--- src/hw/smc_pkg.sv ---
// Package with constants and types of the standby mode controller.
package smc_pkg;

	localparam int          STBCTL_W         = 8;
	localparam int          STBCTL_SEL_BIT   = 7;
	localparam int          STBCTL_FLOAT_BIT = 6;
	localparam logic [7:0]  STBCTL_RESET     = 8'h1F;
	localparam logic [7:0]  STBCTL_FIXED_ONE = 8'h1F;
	localparam int          WDT_CKS_W       = 3;
	localparam int          WDT_TICKS       = 256;
	localparam int          WDT_CNT_W       = 9;
	localparam int          PRESC_W         = 14;
	localparam logic [31:0] PRESC_LOG2      = 32'hD_C_9_8_7_6_5_1;
	localparam logic        NMI_FALLING     = 1'b0;
	localparam logic        NMI_RISING      = 1'b1;
	localparam int          SYNC_STAGES     = 3;

	typedef enum logic [1:0] {
		SMC_RUN,
		SMC_SLEEP,
		SMC_STANDBY,
		SMC_SETTLE
	} smc_state_e;

	typedef struct packed {
		logic standby_select;
		logic port_float;
	} smc_stbctl_s;

	typedef struct packed {
		logic dma_unit;
		logic multi_channel_timer;
		logic serial_interface;
		logic wdt_control_hi;
		logic wdt_reset_status;
	} smc_unit_reset_s;

	typedef struct packed {
		logic cpu_run;
		logic sys_clk_en;
		logic periph_clk_en;
		logic wdt_clk_en;
		logic retain;
	} smc_clk_ctl_s;

endpackage

--- src/hw/smc_settle_timer.sv ---
// Oscillator settling timer: prescaled count to overflow.
`timescale 1ns/1ns
`default_nettype none
module smc_settle_timer
	import smc_pkg::*;
#(
	parameter int          TICKS    = WDT_TICKS,
	parameter logic [31:0] LOG2_TAB = PRESC_LOG2
) (
	input  wire logic                 clk,
	input  wire logic                 rst,
	input  wire logic                 run,
	input  wire logic [WDT_CKS_W-1:0] cks,
	output logic                      overflow
);
	logic [PRESC_W-1:0]   presc_q;
	logic [WDT_CNT_W-1:0] cnt_q;
	logic [3:0]           shift;
	logic [PRESC_W-1:0]   presc_top;
	logic                 tick;

	assign shift     = LOG2_TAB[4*cks +: 4];
	assign presc_top = PRESC_W'((PRESC_W+1)'(1) << shift) - PRESC_W'(1);
	assign tick      = run && (presc_q == presc_top);
	assign overflow  = tick && (cnt_q == WDT_CNT_W'(TICKS - 1));

	always_ff @(posedge clk or posedge rst) begin
		if (rst) begin
			presc_q <= '0;
		end else if (!run || tick) begin
			presc_q <= '0;
		end else begin
			presc_q <= presc_q + PRESC_W'(1);
		end
	end

	always_ff @(posedge clk or posedge rst) begin
		if (rst) begin
			cnt_q <= '0;
		end else if (!run || overflow) begin
			cnt_q <= '0;
		end else if (tick) begin
			cnt_q <= cnt_q + WDT_CNT_W'(1);
		end
	end
endmodule // smc_settle_timer
`default_nettype wire

--- src/hw/smc_standby_ctrl.sv ---
// Standby and sleep mode controller with standby control register.
// Function
// - Sleep with standby_select set enters standby.
// - Standby stops CPU, clock and peripherals.
// - CPU registers and RAM held in standby.
// - Ports hold or float per port_float.
// - Entry resets DMA and multi-channel timer.
// - Entry resets watchdog bits 7-5, reset status.
// - Entry resets all serial interface registers.
// - Controller, port and standby registers kept.
// - Only NMI or reset pin leaves standby.
// - NMI edge restarts oscillator, watchdog clock only.
// - Watchdog overflow clocks chip, raises NMI exception.
// - Reset low with NMI high: power-on reset.
// - Reset low with NMI low: manual reset.
// - Standby forces falling edge; rising ignored.
// - Falling NMI for manual reset wakes first.
// - Setting bits refused while watchdog runs.
// - port_float one floats ports, zero holds.
// - standby_select zero gives sleep mode instead.
`timescale 1ns/1ns
`default_nettype none
module smc_standby_ctrl
	import smc_pkg::*;
#(
	parameter int          WDT_TICKS_P     = WDT_TICKS,
	parameter logic [31:0] PRESC_LOG2_P    = PRESC_LOG2,
	parameter bit          FORCE_FALL_STB  = 1'b1
) (
	input  wire logic                          MCLK,
	input  wire logic                          RST,
	input  wire logic                          SLEEP_EXEC,
	input  wire logic                          STBCTL_WR,
	input  wire logic [smc_pkg::STBCTL_W-1:0]  STBCTL_WDATA,
	output logic      [smc_pkg::STBCTL_W-1:0]  STBCTL_RDATA,
	input  wire logic                          WDT_RUN,
	input  wire logic [smc_pkg::WDT_CKS_W-1:0] WDT_CLOCK_SELECT,
	input  wire logic                          NMI_EDGE_SELECT,
	input  wire logic                          IRQ_ACCEPT,
	input  wire logic                          DMA_ADDR_ERR,
	input  wire logic                          NMI_PIN,
	input  wire logic                          RESET_IN_PIN_N,
	output smc_pkg::smc_clk_ctl_s              CLK_CTL,
	output smc_pkg::smc_unit_reset_s           UNIT_RESET,
	output logic                               PORT_HOLD,
	output logic                               PORT_FLOAT,
	output logic                               STANDBY,
	output logic                               SLEEPING,
	output logic                               NMI_EXC_REQ,
	output logic                               SLEEP_WAKE,
	output logic                               POWER_ON_RESET,
	output logic                               MANUAL_RESET
);
	import smc_pkg::*;

	smc_state_e             state_q;
	smc_state_e             state_d;
	smc_stbctl_s            stbctl_q;
	logic [SYNC_STAGES-1:0] nmi_sync_q;
	logic [SYNC_STAGES-1:0] res_sync_q;
	logic                   nmi_lvl_q;
	logic                   res_low_q;
	logic                   nmi_rise;
	logic                   nmi_fall;
	logic                   edge_sel;
	logic                   nmi_hit;
	logic                   res_hit;
	logic                   enter_stby;
	logic                   overflow;

	// Pin synchronisers; a change counts when the last two stages agree.
	always_ff @(posedge MCLK or posedge RST) begin
		if (RST) begin
			nmi_sync_q <= '0;
			res_sync_q <= '1;
		end else begin
			nmi_sync_q <= {nmi_sync_q[SYNC_STAGES-2:0], NMI_PIN};
			res_sync_q <= {res_sync_q[SYNC_STAGES-2:0], RESET_IN_PIN_N};
		end
	end

	always_ff @(posedge MCLK or posedge RST) begin
		if (RST) begin
			nmi_lvl_q <= 1'b0;
			res_low_q <= 1'b0;
		end else begin
			if (nmi_sync_q[1] == nmi_sync_q[2]) begin
				nmi_lvl_q <= nmi_sync_q[2];
			end
			if (res_sync_q[1] == res_sync_q[2]) begin
				res_low_q <= !res_sync_q[2];
			end
		end
	end

	always_comb begin
		nmi_rise = 1'b0;
		nmi_fall = 1'b0;
		if (nmi_sync_q[1] == nmi_sync_q[2]) begin
			nmi_rise = nmi_sync_q[2] && !nmi_lvl_q;
			nmi_fall = !nmi_sync_q[2] && nmi_lvl_q;
		end
	end

	assign edge_sel = (FORCE_FALL_STB && (state_q == SMC_STANDBY)) ? NMI_FALLING
		: NMI_EDGE_SELECT;
	assign nmi_hit  = (edge_sel == NMI_RISING) ? nmi_rise : nmi_fall;
	assign res_hit  = res_low_q;
	assign enter_stby = (state_q == SMC_RUN) && SLEEP_EXEC && stbctl_q.standby_select;

	always_ff @(posedge MCLK or posedge RST) begin
		if (RST) begin
			stbctl_q <= smc_stbctl_s'(STBCTL_RESET[STBCTL_SEL_BIT -: 2]);
		end else if (STBCTL_WR) begin
			if (!WDT_RUN || !STBCTL_WDATA[STBCTL_SEL_BIT]) begin
				stbctl_q.standby_select <= STBCTL_WDATA[STBCTL_SEL_BIT];
			end
			if (!WDT_RUN || !STBCTL_WDATA[STBCTL_FLOAT_BIT]) begin
				stbctl_q.port_float <= STBCTL_WDATA[STBCTL_FLOAT_BIT];
			end
		end
	end

	assign STBCTL_RDATA = {stbctl_q.standby_select, stbctl_q.port_float, 1'b0,
		STBCTL_FIXED_ONE[4:0]};

	always_comb begin
		state_d = state_q;
		unique case (state_q)
			SMC_RUN: begin
				if (SLEEP_EXEC) begin
					state_d = stbctl_q.standby_select ? SMC_STANDBY : SMC_SLEEP;
				end
			end
			SMC_SLEEP: begin
				if (res_hit || IRQ_ACCEPT || DMA_ADDR_ERR || nmi_hit) begin
					state_d = SMC_RUN;
				end
			end
			SMC_STANDBY: begin
				if (res_hit) begin
					state_d = SMC_RUN;
				end else if (nmi_hit) begin
					state_d = SMC_SETTLE;
				end
			end
			SMC_SETTLE: begin
				if (res_hit || overflow) begin
					state_d = SMC_RUN;
				end
			end
		endcase
	end

	always_ff @(posedge MCLK or posedge RST) begin
		if (RST) begin
			state_q <= SMC_RUN;
		end else begin
			state_q <= state_d;
		end
	end

	smc_settle_timer #(
		.TICKS    (WDT_TICKS_P),
		.LOG2_TAB (PRESC_LOG2_P)
	) u_settle (
		.clk      (MCLK),
		.rst      (RST),
		.run      (state_q == SMC_SETTLE),
		.cks      (WDT_CLOCK_SELECT),
		.overflow (overflow)
	);

	always_ff @(posedge MCLK or posedge RST) begin
		if (RST) begin
			UNIT_RESET <= '0;
		end else begin
			UNIT_RESET <= {5{enter_stby}};
		end
	end

	always_ff @(posedge MCLK or posedge RST) begin
		if (RST) begin
			NMI_EXC_REQ <= 1'b0;
			SLEEP_WAKE  <= 1'b0;
		end else begin
			NMI_EXC_REQ <= (state_q == SMC_SETTLE) && overflow && !res_hit;
			SLEEP_WAKE  <= (state_q == SMC_SLEEP) && (state_d == SMC_RUN) && !res_hit;
		end
	end

	always_ff @(posedge MCLK or posedge RST) begin
		if (RST) begin
			POWER_ON_RESET <= 1'b0;
			MANUAL_RESET   <= 1'b0;
		end else begin
			POWER_ON_RESET <= res_hit && nmi_lvl_q;
			MANUAL_RESET   <= res_hit && !nmi_lvl_q;
		end
	end

	always_ff @(posedge MCLK or posedge RST) begin
		if (RST) begin
			CLK_CTL  <= '{cpu_run: 1'b1, sys_clk_en: 1'b1, periph_clk_en: 1'b1,
				wdt_clk_en: 1'b1, retain: 1'b0};
			STANDBY  <= 1'b0;
			SLEEPING <= 1'b0;
		end else begin
			CLK_CTL.cpu_run       <= state_d == SMC_RUN;
			CLK_CTL.sys_clk_en    <= (state_d == SMC_RUN) || (state_d == SMC_SLEEP);
			CLK_CTL.periph_clk_en <= (state_d == SMC_RUN) || (state_d == SMC_SLEEP);
			CLK_CTL.wdt_clk_en    <= state_d != SMC_STANDBY;
			CLK_CTL.retain        <= state_d != SMC_RUN;
			STANDBY               <= (state_d == SMC_STANDBY) || (state_d == SMC_SETTLE);
			SLEEPING              <= state_d == SMC_SLEEP;
		end
	end

	always_ff @(posedge MCLK or posedge RST) begin
		if (RST) begin
			PORT_HOLD  <= 1'b0;
			PORT_FLOAT <= 1'b0;
		end else begin
			PORT_HOLD  <= ((state_d == SMC_STANDBY) || (state_d == SMC_SETTLE))
				&& !stbctl_q.port_float;
			PORT_FLOAT <= ((state_d == SMC_STANDBY) || (state_d == SMC_SETTLE))
				&& stbctl_q.port_float;
		end
	end
endmodule // smc_standby_ctrl
`default_nettype wire

--- config.mk ---
export PLATFORM = sky130hd
export DESIGN_NAME = smc_standby_ctrl
export DESIGN_NICKNAME = d
export VERILOG_FILES = /design/src/hw/smc_pkg.sv /design/src/hw/smc_settle_timer.sv /design/src/hw/smc_standby_ctrl.sv
export SDC_FILE = /design/constraint.sdc
export NUM_CORES = 1
export LEC_CHECK = 0
export ABC_AREA = 1
export ABC_CLOCK_PERIOD_IN_PS = 4800
export BUFFER_PORTS_ARGS = -buffer_cell sky130_fd_sc_hd__buf_2
export CAP_MARGIN = 30
export CORE_ASPECT_RATIO = 1.4
export CORE_MARGIN = 2
export CORE_UTILIZATION = 40
export CTS_CLUSTER_SIZE = 25
export DETAILED_ROUTE_END_ITERATION = 7
export PLACE_DENSITY = 0.6
export SLEW_MARGIN = 15
export SYNTH_ARGS = -nofsm -noshare
export SYNTH_HDL_FRONTEND = slang
export SYNTH_SLANG_ARGS = --single-unit
--- constraint.sdc ---
create_clock -name MCLK -period 4.8 [get_ports MCLK]
set_input_delay 0.24 -clock MCLK [delete_from_list [all_inputs] [get_ports MCLK]]
set_output_delay 0.24 -clock MCLK [all_outputs]
set_load 0.05 [all_outputs]
==> results of run 1 <==
## worst register-to-register path, delay by kind of cell (launching register included)
kind	cells	cell delay, ns
simple gates	8	0.97
flops	1	0.41
fa+ha+maj	2	0.40
buf+inv	3	0.19
## kinds of logic (layout without fill, tap and decap cells)
kind of cell    count (synthesis)  after routing  synth area share, %
compound gates                 21             21                 4.63
xor+xnor                       10             10                 3.44
fa+ha+maj                       4              4                 1.97
buf+inv                        63             92                 11.5
flops                          48             48                 47.5
mux                             1              1                0.394
other cells                     2              7                0.295
simple gates                  167            167                 30.3
## metrics by stage
| step | cell area [sq um] | util, % | cells | worst slack [ns] | power, mW |
|---|---|---|---|---|---|
| floorplan | 2560 | - | 321 | 2.95 | 0.697 |
| global placement | 2710 | 44.0 | 412 | 2.42 | 0.743 |
| detailed placement | 2730 | 44.3 | 413 | 2.39 | 0.748 |
| CTS | 2850 | 46.2 | 422 | 2.69 | 1.03 |
| global route | 2850 | 46.2 | 422 | 2.43 | 1.07 |
| finish | 2850 | 46.2 | 422 | 2.70 | 1.01 |
## cells in the final DEF (no fill, tap or decap), types with 5 or more instances in the layout
cell	Yosys	routed
clkbuf_8	0	5
inv_1	44	43
nor3_1	8	8
nand4_1	10	10
conb_1	2	7
nor2_1	37	37
dfstp_2	6	6
buf_2	1	34
o21ai_1	5	5
nand3_1	18	18
xor2_1	6	6
o21ai_0	6	6
dfrtp_1	42	42
nand2_1	77	77
## registers in the layout (all words and copies together), names as in the netlist, 2 cells and up
signal and count:
nmi_sync_q 3, CLK_CTL 4, u_settle.presc_q 14, state_q 2, STBCTL_RDATA 2, res_sync_q 3
u_settle.cnt_q 9
## how the worst max path moves through the flow
stage                          end  slack (ns)  cells past startpoint
3_5_place_dp   u_settle.presc_q[9]        2.39                     15
2_1_floorplan  u_settle.presc_q[5]        2.95                     14
3_3_place_gp   u_settle.presc_q[9]        2.42                     15
6_report       u_settle.presc_q[9]        2.70                     15
5_1_grt          u_settle.cnt_q[2]        2.43                     15
4_1_cts        u_settle.presc_q[9]        2.69                     15
## layout make-up
class,count,area (sq um)
timing repair buffer,36,200
sequential,48,1210
multi-input combinational,210,1060
tap,72,90.1
clock inverter,1,30.0
inverter,48,181
clock buffer,7,76.3
fill,617,3320
## metal layers
metal	vias to the layer above	GRT usage, %
met4	0	5.95
met5	-	0
met2	42	26.6
li1	1037	-
met3	4	2.06
met1	928	19.3
## power by group
group | switching [mW] | leakage, nW | total [mW] | internal (mW)
Clock | 0.121 | 0.0524 | 0.276 | 0.156
Sequential | 0.0183 | 0.624 | 0.464 | 0.446
Combinational | 0.217 | 0.743 | 0.274 | 0.0568
==> impl_metrics.json, run 1 <==
{
  "path_max_fanout": 21,
  "power.density_nw_per_um2": 356,
  "vias_per_cell": 4.77,
  "cp.buffers_inverters": 3,
  "initial_core_util_pct": 41.2,
  "num-nets-final": 374,
  "dr.pass1.iters": 4,
  "r2r_start": "u_settle.cnt_q[0]",
  "synth_ff_type": "dfrtp_1",
  "routed_wl_microns": 5010,
  "synthTopCellsByCount": "nand2_1 (77), inv_1 (44), dfrtp_1 (42)",
  "synth_top_area_share_pct": 41.3,
  "wl_met3_microns": 179,
  "cts.sinks": 48,
  "worstPathArrival_ns": 2.27,
  "clkTransAtPathRegs_ns": 0.08,
  "min_path_type": "input port to flip-flop",
  "hold_path_startpoint": "RESET_IN_PIN_N",
  "diodes": 0,
  "syn_inst": 316,
  "synthTopCellsByArea": "dfrtp_1 (41%), nand2_1 (11%), inv_1 (6.5%)",
  "synth.largest_area_cell": "dfrtp_1",
  "setup_viol": 0,
  "synth_area_sq_um": 2540,
  "power.leakage_nw": 1.42,
  "ys_seq_area_share_pct": 47.5,
  "grt_remaining_overflow": 0,
  "clockBufferDepth": 2,
  "row_count": 34,
  "crit_top_cell": "nand2_1",
  "core_sq_um": 6170,
  "vdd_drop_max_uv": 329,
  "grtUsageTotal_pct": 15.4,
  "cts_hold_buf": 1,
  "dp_hpwl_microns": 3880,
  "dieWidth_microns": 71.4,
  "hold_viol_final": 0,
  "die_h_microns": 98.3,
  "gp_congestion": 0.886,
  "finalMaxSlewViolations": 0,
  "rsz0062_at_grt": "false",
  "grt_pass1_vias": 1979,
  "ys_types": 34,
  "via_count": 2011,
  "drcViolationCount": 0,
  "hold_slack_ns": 0.0464,
  "synth_edf_count": 0,
  "worstHoldPathCells": 1,
  "fmax_ghz": 0.477,
  "clockRootBuffer": "clkbuf_8",
  "crit_path_end_kind": "flip-flop",
  "whs_endpoint": "res_sync_q[0]",
  "setup.worst_path.start": "WDT_CLOCK_SELECT[2]",
  "synth_seq_cells": 48,
  "cts_tree": "yes",
  "r2r_end": "SLEEPING",
  "max_stage_delay_ns": 0.32,
  "dr_wl_met2_microns": 2580,
  "outcome": "finished clean",
  "top_layer_used": "met4",
  "wl_per_cell_microns": 11.9,
  "wl_met1_microns": 2200,
  "worstSetupPathType": "input port to flip-flop",
  "reg2regPathDepth": 13,
  "h-tree-depth": 2,
  "crit_chain": "buf_2, nor2_2, nand2_1, ha_1, inv_1, nand2_1, nand2_1, nor2_2, nand3_2, nor2_4, nand2_1, nand2_2, inv_2, o21ai_1, a21oi_1",
  "dieArea_sq_um": 7020,
  "drtIter0Drc": 95,
  "clk_latency_ns": 0.29,
  "period_needed_ns": 2.10,
  "yosys_warnings": 0,
  "tns_ns": 0,
  "grt_max_degree": 34,
  "antenna_left": 0,
  "grt_pass1_wl_microns": 8750,
  "cts_setup_buffers": 0,
  "fin_worst_skew_ns": 0.00636,
  "cts-resized-gates": 0,
  "start_kind": "input port",
  "crit_required_ns": 4.97,
  "avgSynthCellArea_sq_um": 8.05,
  "synth_most_common_cell": "nand2_1",
  "cp_top_family": "simple AND/OR/NAND/NOR gates",
  "io_pins": 47,
  "maxCapViolCount": 0,
  "cts_buffers": 5,
  "drive_gt1_share_pct": 18.9,
  "antenna_found_initial": 0,
  "rrSetupSlack_ns": 2.73,
  "final.period_utilization_pct": 43.7,
  "synthToLayoutAreaGrowth_pct": 12.0,
  "crit_slowest_cell": "nand2_2",
  "portBuffers": 34,
  "postSynth.asyncResetShare_pct": 100
}
No activity file was read; power rests on OpenSTA's default activity.
==> run 2: changes to the inputs <==
--- a/config.mk
+++ b/config.mk
@@ -6,7 +6,7 @@
 export NUM_CORES = 1
 export LEC_CHECK = 0
 export ABC_AREA = 1
-export ABC_CLOCK_PERIOD_IN_PS = 4800
+export ABC_CLOCK_PERIOD_IN_PS = 1900
 export BUFFER_PORTS_ARGS = -buffer_cell sky130_fd_sc_hd__buf_2
 export CAP_MARGIN = 30
 export CORE_ASPECT_RATIO = 1.4
@@ -14,7 +14,7 @@
 export CORE_UTILIZATION = 40
 export CTS_CLUSTER_SIZE = 25
 export DETAILED_ROUTE_END_ITERATION = 7
-export PLACE_DENSITY = 0.6
+export PLACE_DENSITY = 0.62
 export SLEW_MARGIN = 15
 export SYNTH_ARGS = -nofsm -noshare
 export SYNTH_HDL_FRONTEND = slang
==> constraint.sdc (replaced) <==
create_clock -name MCLK -period 1.9 [get_ports MCLK]
set_input_delay 0.095 -clock MCLK [delete_from_list [all_inputs] [get_ports MCLK]]
set_output_delay 0.095 -clock MCLK [all_outputs]
set_load 0.05 [all_outputs]
==> run 2 against run 1 <==
Net effect: global-route usage is 0.97 points higher; hold slack worse by 0.033 ns; count of clock-buffer cells in the layout stayed put; wire length is 3.8% higher; die area stayed put; clock power is 130% higher; via count is 5.5% higher; clock skew is 0.0022 ns lower; sequential share of layout area is 2.1 points lower; flip-flop and latch count stayed put; cell area is 5.1% higher; critical path type is now flip-flop to flip-flop; largest power group unchanged.
==> impl_metrics.json, run 2 (synthesized netlist as in run 1, its figures left out) <==
{
  "dr.pass1.iters": 4,
  "pwr-share-seq_pct": 46.5,
  "power.switching_uw": 912,
  "grt_pass1_wl_microns": 9280,
  "max_stage_delay_ns": 0.38,
  "maxCapViolCount": 0,
  "rsz0062_at_grt": "true",
  "vdd_drop_max_uv": 669,
  "die_h_microns": 98.3,
  "finalMaxSlewViolations": 0,
  "cts.sinks": 48,
  "power.density_nw_per_um2": 843,
  "r2r_end": "SLEEPING",
  "setup_viol": 0,
  "final.period_utilization_pct": 96.0,
  "crit_slowest_cell": "dfrtp_1",
  "fmax_ghz": 0.548,
  "via_count": 2122,
  "portBuffers": 34,
  "clockBufferDepth": 2,
  "drcViolationCount": 0,
  "relSlewSlack_pct": 59.6,
  "drtIter0Drc": 63,
  "p_int_mw": 1.61,
  "finalPower_mw": 2.52,
  "path_max_fanout": 5,
  "hold_viol_final": 0,
  "fin_worst_skew_ns": 0.00417,
  "cts_buffers": 5,
  "h-tree-depth": 2,
  "num-nets-final": 393,
  "grtUsageTotal_pct": 16.4,
  "grt_remaining_overflow": 0,
  "row_count": 34,
  "gp_congestion": 0.874,
  "worstPathArrival_ns": 2.02,
  "grt_max_degree": 30,
  "power.leakage_nw": 1.50,
  "diodes": 0,
  "io_pins": 47,
  "mostFrequentLayoutCells": "nand2_1 (77), dfrtp_1 (42), inv_1 (42)",
  "pre_cts_slack_ns": 0.00154,
  "largestRegisters": "u_settle.presc_q: 14 flops, u_settle.cnt_q: 9 flops, CLK_CTL: 4 flops",
  "antenna_left": 0,
  "multi_input_area_sq_um": 1080,
  "pwr-share-clk_pct": 25.5,
  "antenna_found_initial": 0,
  "power_switching_share_pct": 36.2,
  "crit_chain": "ha_2, nand2_1, inv_2, nand3_2, nor3_2, ha_2, inv_1, nor2_2, nand3_4, nand2_4, nand3_1, nand2_1, inv_1",
  "fillers": 602,
  "whs_endpoint": "STBCTL_RDATA[7]",
  "dpl_cell_area_sq_um": 2820,
  "drive_gt1_share_pct": 24.7,
  "power.share.combinational_pct": 28.0,
  "layout_commonest_cell": "nand2_1",
  "start_kind": "flip-flop",
  "rrSetupSlack_ns": 0.08,
  "register_area_sq_um": 1210,
  "reg2regPathDepth": 13,
  "worstHoldPathCells": 2,
  "clockRootBuffer": "clkbuf_8",
  "core_sq_um": 6170,
  "wl_per_cell_microns": 11.8,
  "r2r_start": "u_settle.cnt_q[1]",
  "vias_per_cell": 4.82,
  "grt_pass1_vias": 2146,
  "period_needed_ns": 1.82,
  "crit_path_end_kind": "flip-flop",
  "outcome": "finished clean",
  "setup_ws_ns": 0.0761,
  "dp_hpwl_microns": 4110,
  "regMostFlops": "u_settle.presc_q",
  "clkTransAtPathRegs_ns": 0.08,
  "largest_reg_flops": 14,
  "crit_required_ns": 2.10,
  "hold_path_startpoint": "STBCTL_WR",
  "initial_core_util_pct": 41.2,
  "cts_tree": "yes",
  "dieWidth_microns": 71.4,
  "tightestPinTransition_ns": 0.605,
  "clk_latency_ns": 0.30,
  "dieArea_sq_um": 7020,
  "routed_wl_microns": 5200,
  "synthToLayoutAreaGrowth_pct": 17.7,
  "worstSetupPathType": "flip-flop to flip-flop",
  "stdcell_area_sq_um": 2990,
  "min_path_type": "input port to flip-flop"
}
[run 2: cell count changes in the layout (fill, tap and decap cells not counted), sizes merged]
cell         before  now
dlygate4sd3       1    3
bufinv            1    0
buf              35   52
[run 2: worst max-delay path: cells and delay by family, from the launching register on]
| kind | cells | cell delay, ns |
|---|---|---|
| fa+ha+maj | 2 | 0.37 |
| buf+inv | 3 | 0.15 |
| flops | 1 | 0.38 |
| simple gates | 8 | 0.82 |
[run 2: final cells by class]
type                    count  share of cell area, %
well taps                  72                   3.01
inverters                  48                   6.06
clock buffers               7                   3.22
repair buffers             55                   11.2
multi-input cells         210                   36.1
flip-flops and latches     48                   40.4
[run 2: power by group through the flow]
stage | sequential, mW | clock, mW | combinational (mW)
after CTS | 1.17 | 0.664 | 0.716
after floorplan | 1.42 | 0 | 0.339
after detailed placement | 1.19 | 0 | 0.711
after global placement | 1.19 | 0 | 0.704
after global routing | 1.19 | 0.693 | 0.765
final | 1.17 | 0.643 | 0.707
[run 2: stage by stage]
step           utilization (%)  cells  TNS, ns  hold slack (ns)
6_report                  48.5    440        0           0.0131
4_1_cts                   47.8    437        0          0.00948
2_1_floorplan                -    321        0           0.0995
3_5_place_dp              45.8    427        0            0.202
3_3_place_gp              45.8    427        0            0.198
5_1_grt                   48.5    440   -0.294           0.0132
[run 2: repair_timing]
action                     in CTS  in global routing
setup endpoints to repair       0                 17
hold buffers                    3                  0
setup buffers                   0                  3
gates resized for setup         0                  7
hold endpoints to repair       23                  0
[run 2: worst max-delay path by stage]
stage                     slack (ns)             endpoint  depth (start not counted)                 from
after floorplan                 0.12            PORT_HOLD                         13    u_settle.cnt_q[0]
after global placement          0.04             SLEEPING                         13    u_settle.cnt_q[1]
after detailed placement       0.002  u_settle.presc_q[9]                         14  WDT_CLOCK_SELECT[1]
after CTS                      0.006             SLEEPING                         13    u_settle.cnt_q[1]
after global routing           -0.07             SLEEPING                         13    u_settle.cnt_q[1]
final                           0.08             SLEEPING                         13    u_settle.cnt_q[1]
[run 2: per-layer routing]
metal	vias to the layer above	track usage, %	share of wire [%]
met2	41	29.8	53
li1	1076	-	-
met4	0	4.79	1.6
met1	997	19.3	41
met5	-	0	0
met3	8	2.99	3.8
